$ cat config.mk
export PLATFORM = sky130hd
export DESIGN_NAME = ubt_uart
export DESIGN_NICKNAME = d
export VERILOG_FILES = /design/src/shared/ubt_pkg.sv /design/src/ubt_rx.sv /design/src/ubt_tx.sv /design/src/ubt_uart.sv
export SDC_FILE = /design/constraint.sdc
export NUM_CORES = 1
export LEC_CHECK = 0
export ABC_CLOCK_PERIOD_IN_PS = 3300
export BUFFER_PORTS_ARGS = -buffer_cell sky130_fd_sc_hd__buf_2
export CORE_MARGIN = 1.5
export CORE_UTILIZATION = 52
export CTS_CLUSTER_DIAMETER = 50
export CTS_CLUSTER_SIZE = 24
export DETAILED_ROUTE_END_ITERATION = 8
export PLACE_DENSITY = 0.79
export SETUP_SLACK_MARGIN = 0.2
export SYNTH_ARGS = -nofsm -noshare
export SYNTH_HDL_FRONTEND = slang
export SYNTH_SLANG_ARGS = --single-unit
$ cat constraint.sdc
create_clock -name clk -period 3.3 [get_ports clk]
set_input_delay 0.33 -clock clk [delete_from_list [all_inputs] [get_ports clk]]
set_output_delay 0.33 -clock clk [all_outputs]
set_load 0.01 [all_outputs]
$ cat src/shared/ubt_pkg.sv
package ubt_pkg;
    // register word offsets (word addresses, one register per avalon word)
    localparam logic [3:0] ADDR_CFG    = 4'h0;
    localparam logic [3:0] ADDR_TXCS   = 4'h1;
    localparam logic [3:0] ADDR_RXCS   = 4'h2;
    localparam logic [3:0] ADDR_RXDATA = 4'h3;
    localparam logic [3:0] ADDR_TXDATA = 4'h4;
    localparam logic [3:0] ADDR_BOOT   = 4'h5;
    // configuration fields
    localparam int CFG_BC_LSB = 6;
    localparam int CFG_PAR    = 5;
    localparam int CFG_EO     = 4;
    // tx control/status fields
    localparam int TX_EN  = 7;
    localparam int TX_IE  = 6;
    localparam int TX_SB  = 4;
    localparam int TX_BRK = 3;
    localparam int TX_FRC = 2;
    localparam int TX_VAL = 1;
    localparam int TX_BE  = 0;
    // rx control/status fields
    localparam int RX_EN  = 7;
    localparam int RX_IE  = 6;
    localparam int RX_ERR = 4;
    localparam int RX_FE  = 3;
    localparam int RX_PE  = 2;
    localparam int RX_OVE = 1;
    localparam int RX_CA  = 0;
    // reset values
    localparam logic [7:0] CFG_RST       = 8'h00;
    localparam logic [7:0] CFG_BOOT_RST  = 8'he2;
    localparam logic [7:0] TXCS_RST      = 8'h01;
    localparam logic [7:0] RXCS_RST      = 8'h00;
    localparam logic [7:0] RXCS_BOOT_RST = 8'h80;
    // dma channel 0 bootstrap presets
    localparam logic [15:0] DMA_MCR_BOOT  = 16'h0011;
    localparam logic [15:0] DMA_TDR_BOOT  = 16'h8100;
    localparam logic [23:0] DMA_DST_BOOT  = 24'h000000;
    localparam logic [15:0] DMA_CNT_BOOT  = 16'h0100;
    // oversampling per bit (x16 rate)
    localparam int OVS = 16;
endpackage

$ cat src/ubt_rx.sv
`timescale 1ns/10ps
module ubt_rx
    import ubt_pkg::*;
(
    input  wire logic       clk,
    input  wire logic       arst_n,
    input  wire logic       ce,
    input  wire logic       tick,
    input  wire logic       en,
    input  wire logic [1:0] bc,
    input  wire logic       par_en,
    input  wire logic       par_even,
    input  wire logic       rxd,
    output logic            done,
    output logic [7:0]      data,
    output logic            perr,
    output logic            ferr
);
    typedef enum logic [3:0] {
        R_IDLE = 4'b0001, R_START = 4'b0010, R_DATA = 4'b0100, R_EXT = 4'b1000
    } ubt_rst_t;
    typedef struct packed {
        ubt_rst_t   st;
        logic [3:0] ph;
        logic [3:0] bit_n;
        logic [8:0] sh;
        logic       done;
        logic [7:0] data;
        logic       perr;
        logic       ferr;
    } ubt_rxs_t;
    ubt_rxs_t r_ff, nxt_r;
    logic [3:0] nbits;

    // data bits plus optional parity
    assign nbits = 4'h5 + {2'b00, bc} + {3'b000, par_en};
    assign done  = r_ff.done;
    assign data  = r_ff.data;
    assign perr  = r_ff.perr;
    assign ferr  = r_ff.ferr;

    // start detect, mid-bit sampling, stop check
    always_comb begin
        nxt_r      = r_ff;
        nxt_r.done = 1'b0;
        if (tick) begin
            nxt_r.ph = r_ff.ph + 4'h1;
            unique case (r_ff.st)
                R_IDLE: begin
                    nxt_r.ph = 4'h0;
                    if (en && !rxd) nxt_r.st = R_START;
                end
                R_START: if (r_ff.ph == 4'h7) begin
                    nxt_r.ph    = 4'h0;
                    nxt_r.bit_n = 4'h0;
                    nxt_r.sh    = 9'h000;
                    nxt_r.st    = rxd ? R_IDLE : R_DATA;
                end
                R_DATA: if (r_ff.ph == 4'hf) begin
                    if (r_ff.bit_n == nbits) begin
                        nxt_r.done = 1'b1;
                        nxt_r.ferr = !rxd;
                        nxt_r.data = 8'(r_ff.sh >> (4'h9 - nbits));
                        if (par_en)
                            nxt_r.perr = (^r_ff.sh) == par_even;
                        else
                            nxt_r.perr = 1'b0;
                        nxt_r.ph = 4'h8;
                        nxt_r.st = rxd ? R_IDLE : R_EXT;
                    end else begin
                        nxt_r.sh    = {rxd, r_ff.sh[8:1]};
                        nxt_r.bit_n = r_ff.bit_n + 4'h1;
                    end
                end
                R_EXT: if (r_ff.ph == 4'hf) nxt_r.st = R_IDLE;
                default: nxt_r.st = R_IDLE;
            endcase
        end
    end

    always_ff @(posedge clk or negedge arst_n) begin
        if (!arst_n) begin
            r_ff <= '{st: R_IDLE, default: '0};
        end else if (ce) begin
            r_ff <= nxt_r;
        end
    end
endmodule

$ cat src/ubt_tx.sv
`timescale 1ns/10ps
module ubt_tx
    import ubt_pkg::*;
(
    input  wire logic       clk,
    input  wire logic       arst_n,
    input  wire logic       ce,
    input  wire logic       tick,
    input  wire logic       start,
    input  wire logic [7:0] din,
    input  wire logic       force_en,
    input  wire logic       force_val,
    input  wire logic [1:0] bc,
    input  wire logic       par_en,
    input  wire logic       par_even,
    input  wire logic       two_stop,
    output logic            busy,
    output logic            txd
);
    typedef struct packed {
        logic        busy;
        logic [3:0]  ph;
        logic [3:0]  left;
        logic [11:0] sh;
        logic        txd;
    } ubt_txs_t;
    ubt_txs_t t_ff, nxt_t;
    logic [3:0] nd;
    logic [7:0] m;
    logic       pb;

    assign busy = t_ff.busy;
    assign txd  = t_ff.txd;
    assign nd   = 4'h5 + {2'b00, bc};
    assign m    = din & (8'hff >> (4'h8 - nd));
    assign pb   = (^m) ^ ~par_even;

    // frame build: start, data, parity, stops; forced frames keep length
    always_comb begin
        nxt_t = t_ff;
        if (start && !t_ff.busy) begin
            nxt_t.busy = 1'b1;
            nxt_t.ph   = 4'h0;
            nxt_t.left = nd + {3'b000, par_en} + {3'b000, two_stop} + 4'h2;
            nxt_t.sh   = (12'hfff << (nd + {3'b000, par_en} + 4'h1))
                       | ({11'h000, par_en & pb} << (nd + 4'h1))
                       | {3'h0, m, 1'b0};
            if (force_en)
                nxt_t.sh = {12{force_val}};
            nxt_t.txd = force_en ? force_val : 1'b0;
        end else if (t_ff.busy && tick) begin
            nxt_t.ph = t_ff.ph + 4'h1;
            if (t_ff.ph == 4'hf) begin
                nxt_t.left = t_ff.left - 4'h1;
                nxt_t.sh   = {force_en ? force_val : 1'b1, t_ff.sh[11:1]};
                nxt_t.txd  = t_ff.sh[1];
                if (t_ff.left == 4'h1) begin
                    nxt_t.busy = 1'b0;
                    nxt_t.txd  = 1'b1;
                end
            end
        end
    end

    always_ff @(posedge clk or negedge arst_n) begin
        if (!arst_n) begin
            t_ff <= '{txd: 1'b1, default: '0};
        end else if (ce) begin
            t_ff <= nxt_t;
        end
    end
endmodule

$ cat src/ubt_uart.sv
`timescale 1ns/10ps
// Operation
// - rx interrupt on char or error
// - tx interrupt when holding register empties
// - reading rx data clears char ready
// - error flags load with rx data
// - parity/overrun sticky until rx status write
// - spacing hold forces output low while tx enabled
// - dummy fill holds level one character
// - boot reset presets config e2, rx 80
// - boot presets dma channel 0 registers
// - destination starts zero, increments, 256 bytes
// - boot holds processor idle after reset
// - boot rx error drives tx low
// - after 256 bytes start fetch at 0
// - parity sense bit: clear odd, set even
// - framing error extends half bit
// - overrun when unread char replaced
module ubt_uart
    import ubt_pkg::*;
#(
    parameter int DIV_W = 8
) (
    input  wire logic             clk,
    input  wire logic             arst_n,
    input  wire logic             ce,
    input  wire logic [3:0]       avs_address,
    input  wire logic             avs_read,
    input  wire logic             avs_write,
    input  wire logic [31:0]      avs_writedata,
    output logic [31:0]           avs_readdata,
    output logic                  avs_waitrequest,
    input  wire logic             bus_stall_n,
    input  wire logic             mux_bus_line_six,
    input  wire logic [DIV_W-1:0] baud_div,
    input  wire logic             rxd,
    output logic                  txd,
    output logic                  irq_tx,
    output logic                  irq_rx,
    output logic                  cpu_idle,
    output logic                  fetch_start,
    output logic                  mem_we,
    output logic [23:0]           mem_addr,
    output logic [7:0]            mem_wdata,
    output logic                  boot_mode,
    output logic [15:0]           dma_mcr,
    output logic [15:0]           dma_tdr,
    output logic [15:0]           dma_cnt
);
    typedef enum logic [2:0] {
        B_OFF = 3'b001, B_LOAD = 3'b010, B_DONE = 3'b100
    } ubt_bst_t;
    typedef struct packed {
        logic             strap_done;
        ubt_bst_t         bst;
        logic [7:0]       cfg;
        logic [7:0]       txcs;
        logic [7:0]       rxcs;
        logic [7:0]       rxdata;
        logic [7:0]       txhold;
        logic             txpend;
        logic [DIV_W-1:0] div;
        logic             tick;
        logic [2:0]       rxs;
        logic [2:0]       strap;
        logic [2:0]       warm;
        logic             rack;
        logic [31:0]      rdata;
        logic [23:0]      dst;
        logic [15:0]      cnt;
        logic             we;
        logic [7:0]       wdat;
        logic             fetch;
        logic             boot_err;
        logic             tx_was_empty;
    } ubt_st_t;
    ubt_st_t s_ff, nxt_s;
    logic       rx_done;
    logic [7:0] rx_data;
    logic       rx_perr;
    logic       rx_ferr;
    logic       tx_busy;
    logic       tx_line;
    logic       acc;
    logic       rx_in;

    // waitrequest low one cycle after a request is seen
    assign acc             = (avs_read | avs_write) & s_ff.rack;
    assign avs_waitrequest = (avs_read | avs_write) & ~s_ff.rack;
    assign avs_readdata    = s_ff.rdata;
    // synchronised serial input (third stage taken as is)
    assign rx_in = (s_ff.rxs[2] == s_ff.rxs[1]) ? s_ff.rxs[1] : s_ff.rxs[2];

    ubt_rx u_rx (
        .clk      (clk),
        .arst_n   (arst_n),
        .ce       (ce),
        .tick     (s_ff.tick),
        .en       (s_ff.rxcs[RX_EN]),
        .bc       (s_ff.cfg[CFG_BC_LSB+1:CFG_BC_LSB]),
        .par_en   (s_ff.cfg[CFG_PAR]),
        .par_even (s_ff.cfg[CFG_EO]),
        .rxd      (rx_in),
        .done     (rx_done),
        .data     (rx_data),
        .perr     (rx_perr),
        .ferr     (rx_ferr)
    );

    ubt_tx u_tx (
        .clk       (clk),
        .arst_n    (arst_n),
        .ce        (ce),
        .tick      (s_ff.tick),
        .start     (s_ff.txpend & s_ff.txcs[TX_EN]),
        .din       (s_ff.txhold),
        .force_en  (s_ff.txcs[TX_FRC]),
        .force_val (s_ff.txcs[TX_VAL]),
        .bc        (s_ff.cfg[CFG_BC_LSB+1:CFG_BC_LSB]),
        .par_en    (s_ff.cfg[CFG_PAR]),
        .par_even  (s_ff.cfg[CFG_EO]),
        .two_stop  (s_ff.txcs[TX_SB]),
        .busy      (tx_busy),
        .txd       (tx_line)
    );

    // output line: disabled and idle marks, hold forces space when enabled, boot error low
    always_comb begin
        if (s_ff.boot_err)
            txd = 1'b0;
        else if (!s_ff.txcs[TX_EN] && !tx_busy)
            txd = 1'b1;
        else if (s_ff.txcs[TX_BRK] && s_ff.txcs[TX_EN])
            txd = 1'b0;
        else
            txd = tx_line;
    end

    assign irq_tx      = s_ff.txcs[TX_IE] & s_ff.txcs[TX_BE];
    assign irq_rx      = s_ff.rxcs[RX_IE] & (s_ff.rxcs[RX_CA] | s_ff.rxcs[RX_ERR]);
    assign cpu_idle    = s_ff.bst != B_OFF && s_ff.bst != B_DONE || !s_ff.strap_done;
    assign fetch_start = s_ff.fetch;
    assign mem_we      = s_ff.we;
    assign mem_addr    = s_ff.dst;
    assign mem_wdata   = s_ff.wdat;
    assign boot_mode   = s_ff.bst != B_OFF;
    assign dma_mcr     = boot_mode ? DMA_MCR_BOOT : 16'h0000;
    assign dma_tdr     = boot_mode ? DMA_TDR_BOOT : 16'h0000;
    assign dma_cnt     = s_ff.cnt;

    // main next-state
    always_comb begin
        logic       rd_data;
        logic       wr_rxcs;
        logic       dma_take;
        logic       new_ove;
        rd_data  = 1'b0;
        wr_rxcs  = 1'b0;
        dma_take = 1'b0;
        new_ove  = 1'b0;
        nxt_s       = s_ff;
        nxt_s.we    = 1'b0;
        nxt_s.fetch = 1'b0;
        nxt_s.rack  = (avs_read | avs_write) & ~s_ff.rack;
        nxt_s.rxs   = {s_ff.rxs[1:0], rxd};
        nxt_s.strap = {s_ff.strap[1:0], ~bus_stall_n & mux_bus_line_six};
        nxt_s.warm  = {s_ff.warm[1:0], 1'b1};
        // oversampling (x16 bit-rate) tick generator
        if (s_ff.div == '0) begin
            nxt_s.div  = baud_div;
            nxt_s.tick = 1'b1;
        end else begin
            nxt_s.div  = s_ff.div - 1'b1;
            nxt_s.tick = 1'b0;
        end
        // strap judged once all three flops hold post-release samples
        if (!s_ff.strap_done && s_ff.warm[2]) begin
            nxt_s.strap_done = 1'b1;
            if (s_ff.strap[2] && s_ff.strap[1]) begin
                nxt_s.bst  = B_LOAD;
                nxt_s.cfg  = CFG_BOOT_RST;
                nxt_s.rxcs = RXCS_BOOT_RST;
                nxt_s.dst  = DMA_DST_BOOT;
                nxt_s.cnt  = DMA_CNT_BOOT;
            end
        end
        // register reads captured in the wait cycle, standing at acceptance
        if (avs_read && !s_ff.rack) begin
            unique case (avs_address)
                ADDR_CFG:    nxt_s.rdata = {24'h0, s_ff.cfg};
                ADDR_TXCS:   nxt_s.rdata = {24'h0, s_ff.txcs};
                ADDR_RXCS:   nxt_s.rdata = {24'h0, s_ff.rxcs};
                ADDR_RXDATA: begin
                    nxt_s.rdata = {24'h0, s_ff.rxdata};
                    rd_data     = 1'b1;
                end
                ADDR_BOOT:   nxt_s.rdata = {29'h0, s_ff.bst};
                default:     nxt_s.rdata = 32'h0;
            endcase
        end
        // register writes
        if (acc && avs_write) begin
            unique case (avs_address)
                ADDR_CFG:    nxt_s.cfg = avs_writedata[7:0];
                ADDR_TXCS:   nxt_s.txcs[7:1] = {avs_writedata[7:6], 1'b0,
                                                avs_writedata[4:1]};
                ADDR_RXCS: begin
                    nxt_s.rxcs[7:6] = avs_writedata[7:6];
                    wr_rxcs         = 1'b1;
                end
                ADDR_TXDATA: begin
                    nxt_s.txhold       = avs_writedata[7:0];
                    nxt_s.txpend       = 1'b1;
                    nxt_s.txcs[TX_BE]  = 1'b0;
                end
                default: ;
            endcase
        end
        // holding register moves into the shifter
        if (s_ff.txpend && s_ff.txcs[TX_EN] && !tx_busy) begin
            nxt_s.txpend      = 1'b0;
            nxt_s.txcs[TX_BE] = 1'b1;
        end
        // bootstrap dma channel 0 takes each ready character until a boot rx error is flagged
        if (s_ff.bst == B_LOAD && s_ff.rxcs[RX_CA] && !s_ff.boot_err) begin
            dma_take    = 1'b1;
            nxt_s.we    = 1'b1;
            nxt_s.wdat  = s_ff.rxdata;
            nxt_s.cnt   = s_ff.cnt - 16'h1;
        end
        // address steps and fetch starts only after the store is shown
        if (s_ff.we) begin
            nxt_s.dst = s_ff.dst + 24'h1;
            if (s_ff.cnt == 16'h0) begin
                nxt_s.bst   = B_DONE;
                nxt_s.fetch = 1'b1;
            end
        end
        // character ready clears on read, sticky flags clear on write
        if (rd_data || dma_take)
            nxt_s.rxcs[RX_CA] = 1'b0;
        if (wr_rxcs) begin
            nxt_s.rxcs[RX_PE]  = 1'b0;
            nxt_s.rxcs[RX_OVE] = 1'b0;
        end
        // new character: load data and errors together, set beats clear
        if (rx_done) begin
            new_ove             = s_ff.rxcs[RX_CA] && !(rd_data || dma_take);
            nxt_s.rxdata        = rx_data;
            nxt_s.rxcs[RX_CA]   = 1'b1;
            nxt_s.rxcs[RX_FE]   = rx_ferr;
            if (rx_perr)
                nxt_s.rxcs[RX_PE] = 1'b1;
            if (new_ove)
                nxt_s.rxcs[RX_OVE] = 1'b1;
            if (s_ff.bst == B_LOAD && (rx_perr || rx_ferr || new_ove))
                nxt_s.boot_err = 1'b1;
        end
        nxt_s.rxcs[RX_ERR] = nxt_s.rxcs[RX_FE] | nxt_s.rxcs[RX_PE] | nxt_s.rxcs[RX_OVE];
        nxt_s.rxcs[5]      = 1'b0;
    end

    always_ff @(posedge clk or negedge arst_n) begin
        if (!arst_n) begin
            s_ff <= '{bst: B_OFF, cfg: CFG_RST, txcs: TXCS_RST, rxcs: RXCS_RST,
                      rxs: 3'b111, default: '0};
        end else if (ce) begin
            s_ff <= nxt_s;
        end
    end
endmodule
## Word-level counts from Yosys, hierarchy flattened

Cells that the tools add are included.

- Add/sub/neg operators: 15
- $mul: 0
- Divide/modulo/power cells: 0
- $lt $le $gt $ge: 0
- Equality and inequality tests: 25
- Shift operators: 4
- Multiplexer cells: 63
- Bitwise gates (word level): 18
- Reductions and logical operators: 62

Operators with widths:

| kind | number |
|---|---|
| 40-bit 2-to-1 mux | 2 |
| 11-bit 2-to-1 mux | 5 |
| 22-bit 2-to-1 mux | 2 |
| 8-bit one-hot mux with 5 select lines | 1 |
| 32-bit 2-to-1 mux | 1 |
| 8-bit 2-to-1 mux | 4 |
| 13-bit one-hot mux with 2 select lines | 1 |
| 1-bit 2-to-1 mux | 25 |
| 25-bit 2-to-1 mux | 1 |
| 24-bit by 1-bit adder with 24-bit output, second input constant | 1 |
| 12-bit 2-to-1 mux | 2 |
| 24-bit 2-to-1 mux | 1 |
| 3-bit AND reduction | 8 |
| 21-bit 2-to-1 mux | 1 |
| 4-bit by 1-bit adder with 4-bit output, second input constant | 5 |
| 2-bit nonzero test | 10 |
| 18-bit 2-to-1 mux | 1 |
| 17-bit 2-to-1 mux | 1 |
| 4-bit by 3-bit equality test with 1-bit output, second input constant | 4 |
| 1-bit logical AND | 16 |
| 16-bit zero test | 1 |
| 16-bit 2-to-1 mux | 1 |
| 4-bit one-hot mux with 4 select lines | 1 |
| 16-bit by 1-bit subtractor with 16-bit output, second input constant | 1 |
| other kinds (47) | 91 |

- Flip-flop bits (word level): 199
- Latch bits: 0
- Memory bits (writable): 0
- ROM bits: 0
- Input bits: 52
- Output and inout port bits: 120
- Word-level logic and storage cells: 223
- Memories kept: 0

## Depth between registers and ports, before layout

Gate-level depths: netlist of run 1.

- Depth after elaboration: 12
- Gate-level depth with buffers: 12

## By module

From an unflattened synthesis of run 1, not the netlist that was laid out.

- Cells, all modules: 1,046
- Area, all modules: 10,142.2 µm²

By module, submodules not included:

| module | instances | cells an instance | area each (µm²) |
|---|---|---|---|
| ubt_uart | 1 | 638 | 6,461.2 |
| ubt_rx | 1 | 215 | 2,037.0 |
| ubt_tx | 1 | 193 | 1,644.1 |

## Least setup slack after synthesis of run 1

No wires, ideal clock.

- Path type: register to register
- Start point: reg s_ff[142] (netlist bit)
- End point: reg u_rx.r_ff (netlist bit u_rx.data[0])
- Library setup time: 0.084 ns
- Data arrival time: 3.026 ns
- Required time: 3.216 ns
- Path slack: 0.189 ns
- Stages on the path, launching flop included: 13
- Period minus slack after synthesis: 3.111 ns
- Path through: dfrtp_1 -> clkbuf_1 -> inv_1 -> ha_1 -> fa_1 -> buf_2 -> inv_1 -> ha_1 -> xnor2_1 -> or3_1 -> a21oi_1 -> a31oi_1 -> o21ai_0

- Longest elaborated chain between the ends: 4
- Elaborated cells on any way between the ends: 6
- Those cells by class: add/sub: 3; eq/ne: 1; shift: 1; reduce/logical: 1

Ends and longest elaborated chain:

| item | line | RTL |
|---|---|---|
| from (decl) | ubt_uart.sv:77 | `ubt_st_t s_ff, nxt_s;` |
| from (signal assigned) | ubt_uart.sv:265 | `s_ff <= '{bst: B_OFF, cfg: CFG_RST, txcs: TXCS_RST, rxcs: RXCS_RST,` |
| from (signal assigned) | ubt_uart.sv:268 | `s_ff <= nxt_s;` |
| 3-bit by 2-bit adder with 4-bit output (*) | ubt_rx.sv:36 | `assign nbits = 4'h5 + {2'b00, bc} + {3'b000, par_en};` |
| 4-bit by 1-bit adder with 4-bit output (*) | ubt_rx.sv:36 |  |
| 4-bit subtractor or 4-bit equality test (tied branches) | ubt_rx.sv:63, ubt_rx.sv:60 |  |
| 9-bit by 4-bit right shift with 8-bit output or 5-bit AND reduction (tied branches) | - |  |
| to (signal assigned) | ubt_rx.sv:85 | `r_ff <= nxt_r;` |
| to (decl) | ubt_rx.sv:32 | `ubt_rxs_t r_ff, nxt_r;` |

Every way passes the cells marked *; elsewhere a longest branch is shown, timed or not.
A chain may end at the register's enable or synchronous reset.

## Final worst setup path of run 1

- Start point: reg s_ff[142] (netlist bit)
- End point: reg u_rx.r_ff[20] (netlist bit)

- Longest elaborated chain between the ends: 5

Ends and longest elaborated chain:

| item | line | RTL |
|---|---|---|
| 3-bit by 2-bit adder with 4-bit output | ubt_rx.sv:36 |  |
| 4-bit by 1-bit adder with 4-bit output | ubt_rx.sv:36 |  |
| 4-bit equality test | ubt_rx.sv:60 | `if (r_ff.bit_n == nbits) begin` |
| 2-bit inequality test (no line) | - |  |
| 6-bit AND reduction (no line) | - |  |

Every way passes these cells.

==> results of run 1 <==
-- synthesized netlist by cell type, drive strengths merged (8+ instances only) --
master | n | area (µm²)
a22o | 9 | 78.8
and3 | 14 | 87.6
nand3 | 30 | 150
mux2i | 21 | 210
or3 | 8 | 50.1
o21ai | 73 | 373
buf | 129 | 940
xor2 | 16 | 140
inv | 43 | 161
clkbuf | 25 | 93.8
mux2 | 39 | 458
nor3 | 31 | 155
dfrtp | 167 | 4180
a21oi | 49 | 257
nor2 | 79 | 299
nand2 | 138 | 521
ha | 24 | 300
nand4 | 11 | 83.8
xnor2 | 30 | 263
-- state kept, by name, indices dropped and copies added (netlist names), 6 cells and up --
name / flops
s_ff: 57
mem_addr: 24
u_rx.r_ff: 21
u_tx.t_ff: 19
dma_cnt: 16
avs_readdata: 8
mem_wdata: 8
u_rx.data: 8
nxt_s: 6
-- power groups by stage --
stage	logic, W	registers [W]	clock network [W]
floorplan	0.00178	0.00281	0
global placement	0.00206	0.00293	0
detailed placement	0.00211	0.00295	0
CTS	0.00214	0.00291	0.00210
global route	0.00239	0.00298	0.00217
finish	0.00215	0.00293	0.00208
-- logic make-up after synthesis --
| family | count (synthesis) | share of synthesized area [%] |
|---|---|---|
| mux | 66 | 7.88 |
| simple gates | 369 | 17.7 |
| fa+ha+maj | 25 | 3.14 |
| other cells | 1 | 0.0368 |
| xor+xnor | 48 | 4.40 |
| flops | 174 | 42.8 |
| buf+inv | 197 | 11.7 |
| compound gates | 196 | 12.3 |
-- per-stage QoR --
step	worst slack [ps]	util, %	hold slack (ps)
6_report	430	56.3	77.6
5_1_grt	323	56.3	75.6
3_3_place_gp	507	53.2	401
3_5_place_dp	451	53.2	403
4_1_cts	445	56.3	71.6
2_1_floorplan	287	-	34.4
-- critical path: cells and delay by family (launching register included) --
family	cells	cell delay, ps
simple gates	2	740
fa+ha+maj	2	640
compound gates	2	550
mux	1	370
flops	1	350
buf+inv	1	100
-- how the worst min path moves through the flow --
stage | startpoint | endpoint | slack, ps | cells past startpoint
after floorplan | arst_n | avs_readdata[0] | 30 | 0
after global placement | arst_n | u_tx.t_ff[3] | 400 | 1
after detailed placement | arst_n | u_tx.t_ff[4] | 400 | 1
after CTS | bus_stall_n | nxt_s[89] | 70 | 2
after global routing | bus_stall_n | nxt_s[89] | 80 | 2
final | bus_stall_n | nxt_s[89] | 80 | 2
-- per-layer routing --
layer	part of all wire (%)	vias up	track usage, %
met5	0	-	0
met4	2.7	0	9.28
met3	5.3	51	3.49
met2	48	272	36.3
li1	-	3638	-
met1	44	3711	28.2
-- final cells by class --
cell class	count	area share (%)
Sequential cell	174	40.0
Tap cell	265	3.04
Multi-Input combinational cell	756	44.3
Timing Repair Buffer	110	5.59
Clock buffer	20	4.10
Clock inverter	12	1.47
Inverter	43	1.48
-- repair_timing --
| action | CTS | global route |
|---|---|---|
| resized for setup | 0 | 0 |
| buffers inserted | 0 | 0 |
| endpoints found under the hold margin | 72 | 0 |
| hold buffers | 1 | 0 |
==> flow_metrics.env, run 1 <==
export IMPL_fmax_mhz=348
export IMPL_clock_path_buffers=2
export IMPL_core_um2=19300
export IMPL_first_pass_iters=6
export IMPL_cts_sinks=174
export IMPL_die_area_um2=20400
export IMPL_vias=7672
export IMPL_leakage_nw=5.22
export IMPL_grt_pass1_wl_um=35300
export IMPL_drc=0
export IMPL_slew_headroom_pct=42.6
export IMPL_final_hold_viol_count=0
export IMPL_drv_slew=0
export IMPL_area_delta_synth_final_pct=6.93
export IMPL_reg2reg_slack_ps=430
export IMPL_avgSynthCellArea_um2=9.47
export IMPL_critPathSlowestCell="a211oi_4"
export IMPL_io_buffers=95
export IMPL_seqCellArea_um2=4360
export IMPL_min_period_over_period_pct=87.0
export IMPL_synth_edff_count=0
export IMPL_cts_root_buf="clkbuf_16"
export IMPL_htreeDepth=4
export IMPL_syn_area_um2=10200
export IMPL_die_w_um=143
export IMPL_antenna_found_initial=0
export IMPL_cts_tree="done"
export IMPL_fin_area_um2=10900
export IMPL_dp_hpwl_um=15600
export IMPL_r2r_cells=8
export IMPL_endpoint="u_rx.r_ff[20]"
export IMPL_combPwrFrac_pct=30.0
export IMPL_arrival_ps=3190
export IMPL_r2r_end="u_rx.r_ff[20]"
export IMPL_start_util_pct=52.7
export IMPL_yosysWarningCount=0
export IMPL_power_density_nw_per_um2=656
export IMPL_holdCritPathClass="input port to flop"
export IMPL_synthArstFlopShare_pct=100
export IMPL_overflow=0
export IMPL_place_inst=1347
export IMPL_cp_startpoint="s_ff[142]"
export IMPL_path_class="flop to flop"
export IMPL_irDropWorstVdd_uv=366
export IMPL_placed_cell_area_um2=10300
export IMPL_status="finished, final reports clean"
export IMPL_cp_cell_sequence="inv_1 -> ha_1 -> fa_1 -> or3b_4 -> a211oi_4 -> o21ai_2 -> nand2_2 -> mux2_2"
export IMPL_antenna_cells=0
export IMPL_regToRegStartpoint="s_ff[142]"
export IMPL_p_switching_w=0.00250
export IMPL_ant_nets=0
export IMPL_worstMarginPinSlew_ps=860
export IMPL_drt_iter0_markers=665
export IMPL_nets=1179
export IMPL_grt_use_total_pct=21.8
export IMPL_layout_common_cells="dfrtp_1, nand2_1, buf_2, nor2_1, o21ai_0"
export IMPL_critical_path_required_ps=3620
export IMPL_slowest_delay_ps=430
export IMPL_synth_seq_cells=174
export IMPL_setup_viol=0
export IMPL_avgRoutedWirePerCell_um=15.7
export IMPL_yosysSeqAreaShare_pct=42.8
export IMPL_syn_inst=1076
export IMPL_vias_per_cell=5.56
export IMPL_num_io_pins=172
export IMPL_ys_flop_type="dfrtp_1"
export IMPL_wirelength_um=21700
export IMPL_instances_no_fill=1380
export IMPL_layout_drive_gt1_share_pct=18.7
export IMPL_finalWorstPathRequiredPeriod_ps=2870
export IMPL_seq_power_share_pct=40.9
export IMPL_critPathLaunchType="flop"
export IMPL_p_int_w=0.00465
export IMPL_num_rows=51
export IMPL_grt_max_degree=77
export IMPL_fp_dieH_um=143
export IMPL_rsz0062_at_grt="no"
export IMPL_crit_path_end_kind="flop"
export IMPL_crit_fanout=11
export IMPL_final_common_cell="dfrtp_1"
export IMPL_clockPowerShare_pct=29.1
export IMPL_tns_ps=0
export IMPL_multi_input_area_um2=4820
export IMPL_grt_pass1_vias=7139
export IMPL_yosysUniqueCellTypes=82
export IMPL_cts_buffers_inserted=17
export IMPL_max_cap_violations=0
export IMPL_switching_share_pct=35.0
export IMPL_gp_congestion=0.907
export IMPL_skew_ps=9.89
export IMPL_clock_latency_ps=430
export IMPL_total_power_w=0.00715
export IMPL_fillCellCount=1632
export IMPL_clk_pin_slew_worst_paths_ps=70
(Power assumes the default switching activity.)
==> run 2, diff against run 1 <==
--- a/config.mk
+++ b/config.mk
@@ -8,11 +8,10 @@
 export ABC_CLOCK_PERIOD_IN_PS = 3300
 export BUFFER_PORTS_ARGS = -buffer_cell sky130_fd_sc_hd__buf_2
 export CORE_MARGIN = 1.5
-export CORE_UTILIZATION = 52
+export CORE_UTILIZATION = 50
 export CTS_CLUSTER_DIAMETER = 50
-export CTS_CLUSTER_SIZE = 24
 export DETAILED_ROUTE_END_ITERATION = 8
-export PLACE_DENSITY = 0.79
+export PLACE_DENSITY = 0.76
 export SETUP_SLACK_MARGIN = 0.2
 export SYNTH_ARGS = -nofsm -noshare
 export SYNTH_HDL_FRONTEND = slang
==> flow_metrics.env, run 2 (synthesis results as in run 1) <==
export IMPL_tns_ps=0
export IMPL_cp_startpoint="s_ff[141]"
export IMPL_skew_ps=7.53
export IMPL_final_hold_viol_count=0
export IMPL_reg2reg_slack_ps=370
export IMPL_cts_root_buf="clkbuf_16"
export IMPL_cts_tree="done"
export IMPL_fmax_mhz=341
export IMPL_area_delta_synth_final_pct=6.89
export IMPL_cp_cell_sequence="ha_1 -> fa_2 -> or3b_4 -> a211oi_4 -> o21ai_2 -> nand2_2 -> mux2_2"
export IMPL_antenna_cells=0
export IMPL_setup_ws_ps=370
export IMPL_r2r_cells=7
export IMPL_vias_per_cell=5.55
export IMPL_fp_dieH_um=146
export IMPL_regToRegStartpoint="s_ff[141]"
export IMPL_grt_pass1_vias=7255
export IMPL_max_cap_violations=0
export IMPL_critPathLaunchType="flop"
export IMPL_dp_hpwl_um=15700
export IMPL_gp_congestion=0.922
export IMPL_crit_fanout=11
export IMPL_r2r_end="u_rx.r_ff[20]"
export IMPL_clockPowerShare_pct=28.5
export IMPL_drv_slew=0
export IMPL_nets=1178
export IMPL_slowest_delay_ps=500
export IMPL_core_um2=20100
export IMPL_worstMarginPinSlew_ps=933
export IMPL_arrival_ps=3250
export IMPL_switching_share_pct=35.9
export IMPL_slew_headroom_pct=37.7
export IMPL_fin_area_um2=10900
export IMPL_ant_nets=0
export IMPL_timing_critical_path_buf_inv=0
export IMPL_num_rows=52
export IMPL_setup_viol=0
export IMPL_cts_buffers_inserted=17
export IMPL_holdCritPathClass="input port to flop"
export IMPL_grt_max_degree=84
export IMPL_min_period_over_period_pct=88.8
export IMPL_status="finished, final reports clean"
export IMPL_post_cts_buffers=0
export IMPL_wirelength_um=21800
export IMPL_first_pass_iters=5
export IMPL_crit_path_end_kind="flop"
export IMPL_die_area_um2=21200
export IMPL_drt_iter0_markers=522
export IMPL_path_delay_family="simple AND/OR/NAND/NOR gates"
export IMPL_io_buffers=95
export IMPL_fillCellCount=1758
export IMPL_clock_latency_ps=440
export IMPL_die_w_um=146
export IMPL_irDropWorstVdd_uv=281
export IMPL_combPwrFrac_pct=30.0
export IMPL_power_density_nw_per_um2=651
export IMPL_htreeDepth=4
export IMPL_p_switching_w=0.00255
export IMPL_drc=0
export IMPL_layout_common_cells="dfrtp_1, nand2_1, buf_2, nor2_1, o21ai_0"
export IMPL_clock_path_buffers=2
export IMPL_start_util_pct=50.7
export IMPL_largest_reg_flops=57
export IMPL_rsz0062_at_grt="no"
export IMPL_grt_use_total_pct=21.3
export IMPL_overflow=0
export IMPL_finalWorstPathRequiredPeriod_ps=2930
export IMPL_vias=7688
export IMPL_path_class="flop to flop"
export IMPL_num_io_pins=172
export IMPL_critical_path_required_ps=3620
export IMPL_avgRoutedWirePerCell_um=15.8
export IMPL_placed_cell_area_um2=10300
export IMPL_antenna_found_initial=1
export IMPL_dpl_worst_slack_ps=381
export IMPL_clk_pin_slew_worst_paths_ps=70
export IMPL_cp_depth=7
export IMPL_leakage_nw=5.20
export IMPL_regMostFlops="s_ff"
export IMPL_p_int_w=0.00454
export IMPL_final_common_cell="dfrtp_1"
export IMPL_grt_pass1_wl_um=36800
export IMPL_instances_no_fill=1384
export IMPL_critPathSlowestCell="dfrtp_1"
export IMPL_cts_sinks=174
export IMPL_layout_drive_gt1_share_pct=18.9
export IMPL_place_inst=1351
export IMPL_seq_power_share_pct=41.6
export IMPL_endpoint="u_rx.r_ff[20]"
## run 2: how the worst min path moves through the flow
stage                     slack, ps               to  cells past startpoint   startpoint
final                            70        nxt_s[89]                      2  bus_stall_n
after global routing             60        nxt_s[89]                      2  bus_stall_n
after CTS                        50        nxt_s[89]                      2  bus_stall_n
after detailed placement        440     mem_addr[15]                      1       arst_n
after global placement          440     mem_addr[16]                      1       arst_n
after floorplan                  30  avs_readdata[0]                      0       arst_n
## run 2: metal layers
metal | share of wire [%] | global-route usage, % | vias up
met2 | 48 | 34.0 | 263
li1 | - | - | 3647
met5 | 0.046 | 0 | -
met1 | 44 | 29.2 | 3733
met3 | 5.3 | 4.01 | 43
met4 | 1.9 | 7.70 | 2
## run 2: metrics by stage
stage | hold WS, ps | util [%] | power [W]
after global routing | 60.1 | 54.2 | 0.00753
after detailed placement | 440 | 51.2 | 0.00507
after global placement | 442 | 51.2 | 0.00498
after floorplan | 34.4 | - | 0.00459
after CTS | 54.0 | 54.2 | 0.00709
final | 68.8 | 54.2 | 0.00709
## run 2: area by class of cell
| cell class | instances | area, µm² | area share [%] |
|---|---|---|---|
| Timing Repair Buffer | 109 | 614 | 5.64 |
| Clock inverter | 15 | 163 | 1.49 |
| Sequential cell | 174 | 4360 | 40.1 |
| Clock buffer | 17 | 425 | 3.91 |
| Tap cell | 270 | 338 | 3.10 |
| Inverter | 43 | 161 | 1.48 |
| Multi-Input combinational cell | 756 | 4830 | 44.3 |
## run 2: worst register-to-register path, stage by stage (launching register included)
cell	delay, ps
dfrtp_1	500
ha_1	270
fa_2	360
or3b_4	420
a211oi_4	430
o21ai_2	130
nand2_2	330
mux2_2	380
## run 2: power groups by stage
stage	Combinational, W	Clock [W]	Sequential [W]
finish	0.00212	0.00202	0.00295
global route	0.00239	0.00214	0.00300
CTS	0.00211	0.00204	0.00293
detailed placement	0.00210	0	0.00297
global placement	0.00203	0	0.00294
floorplan	0.00178	0	0.00281
## run 2: what timing repair did
item                                    in CTS  in global routing
hold endpoints to repair                    74                  0
gates resized for setup                      0                  2
endpoints found under the setup margin       0                  4
hold buffers                                 1                  0
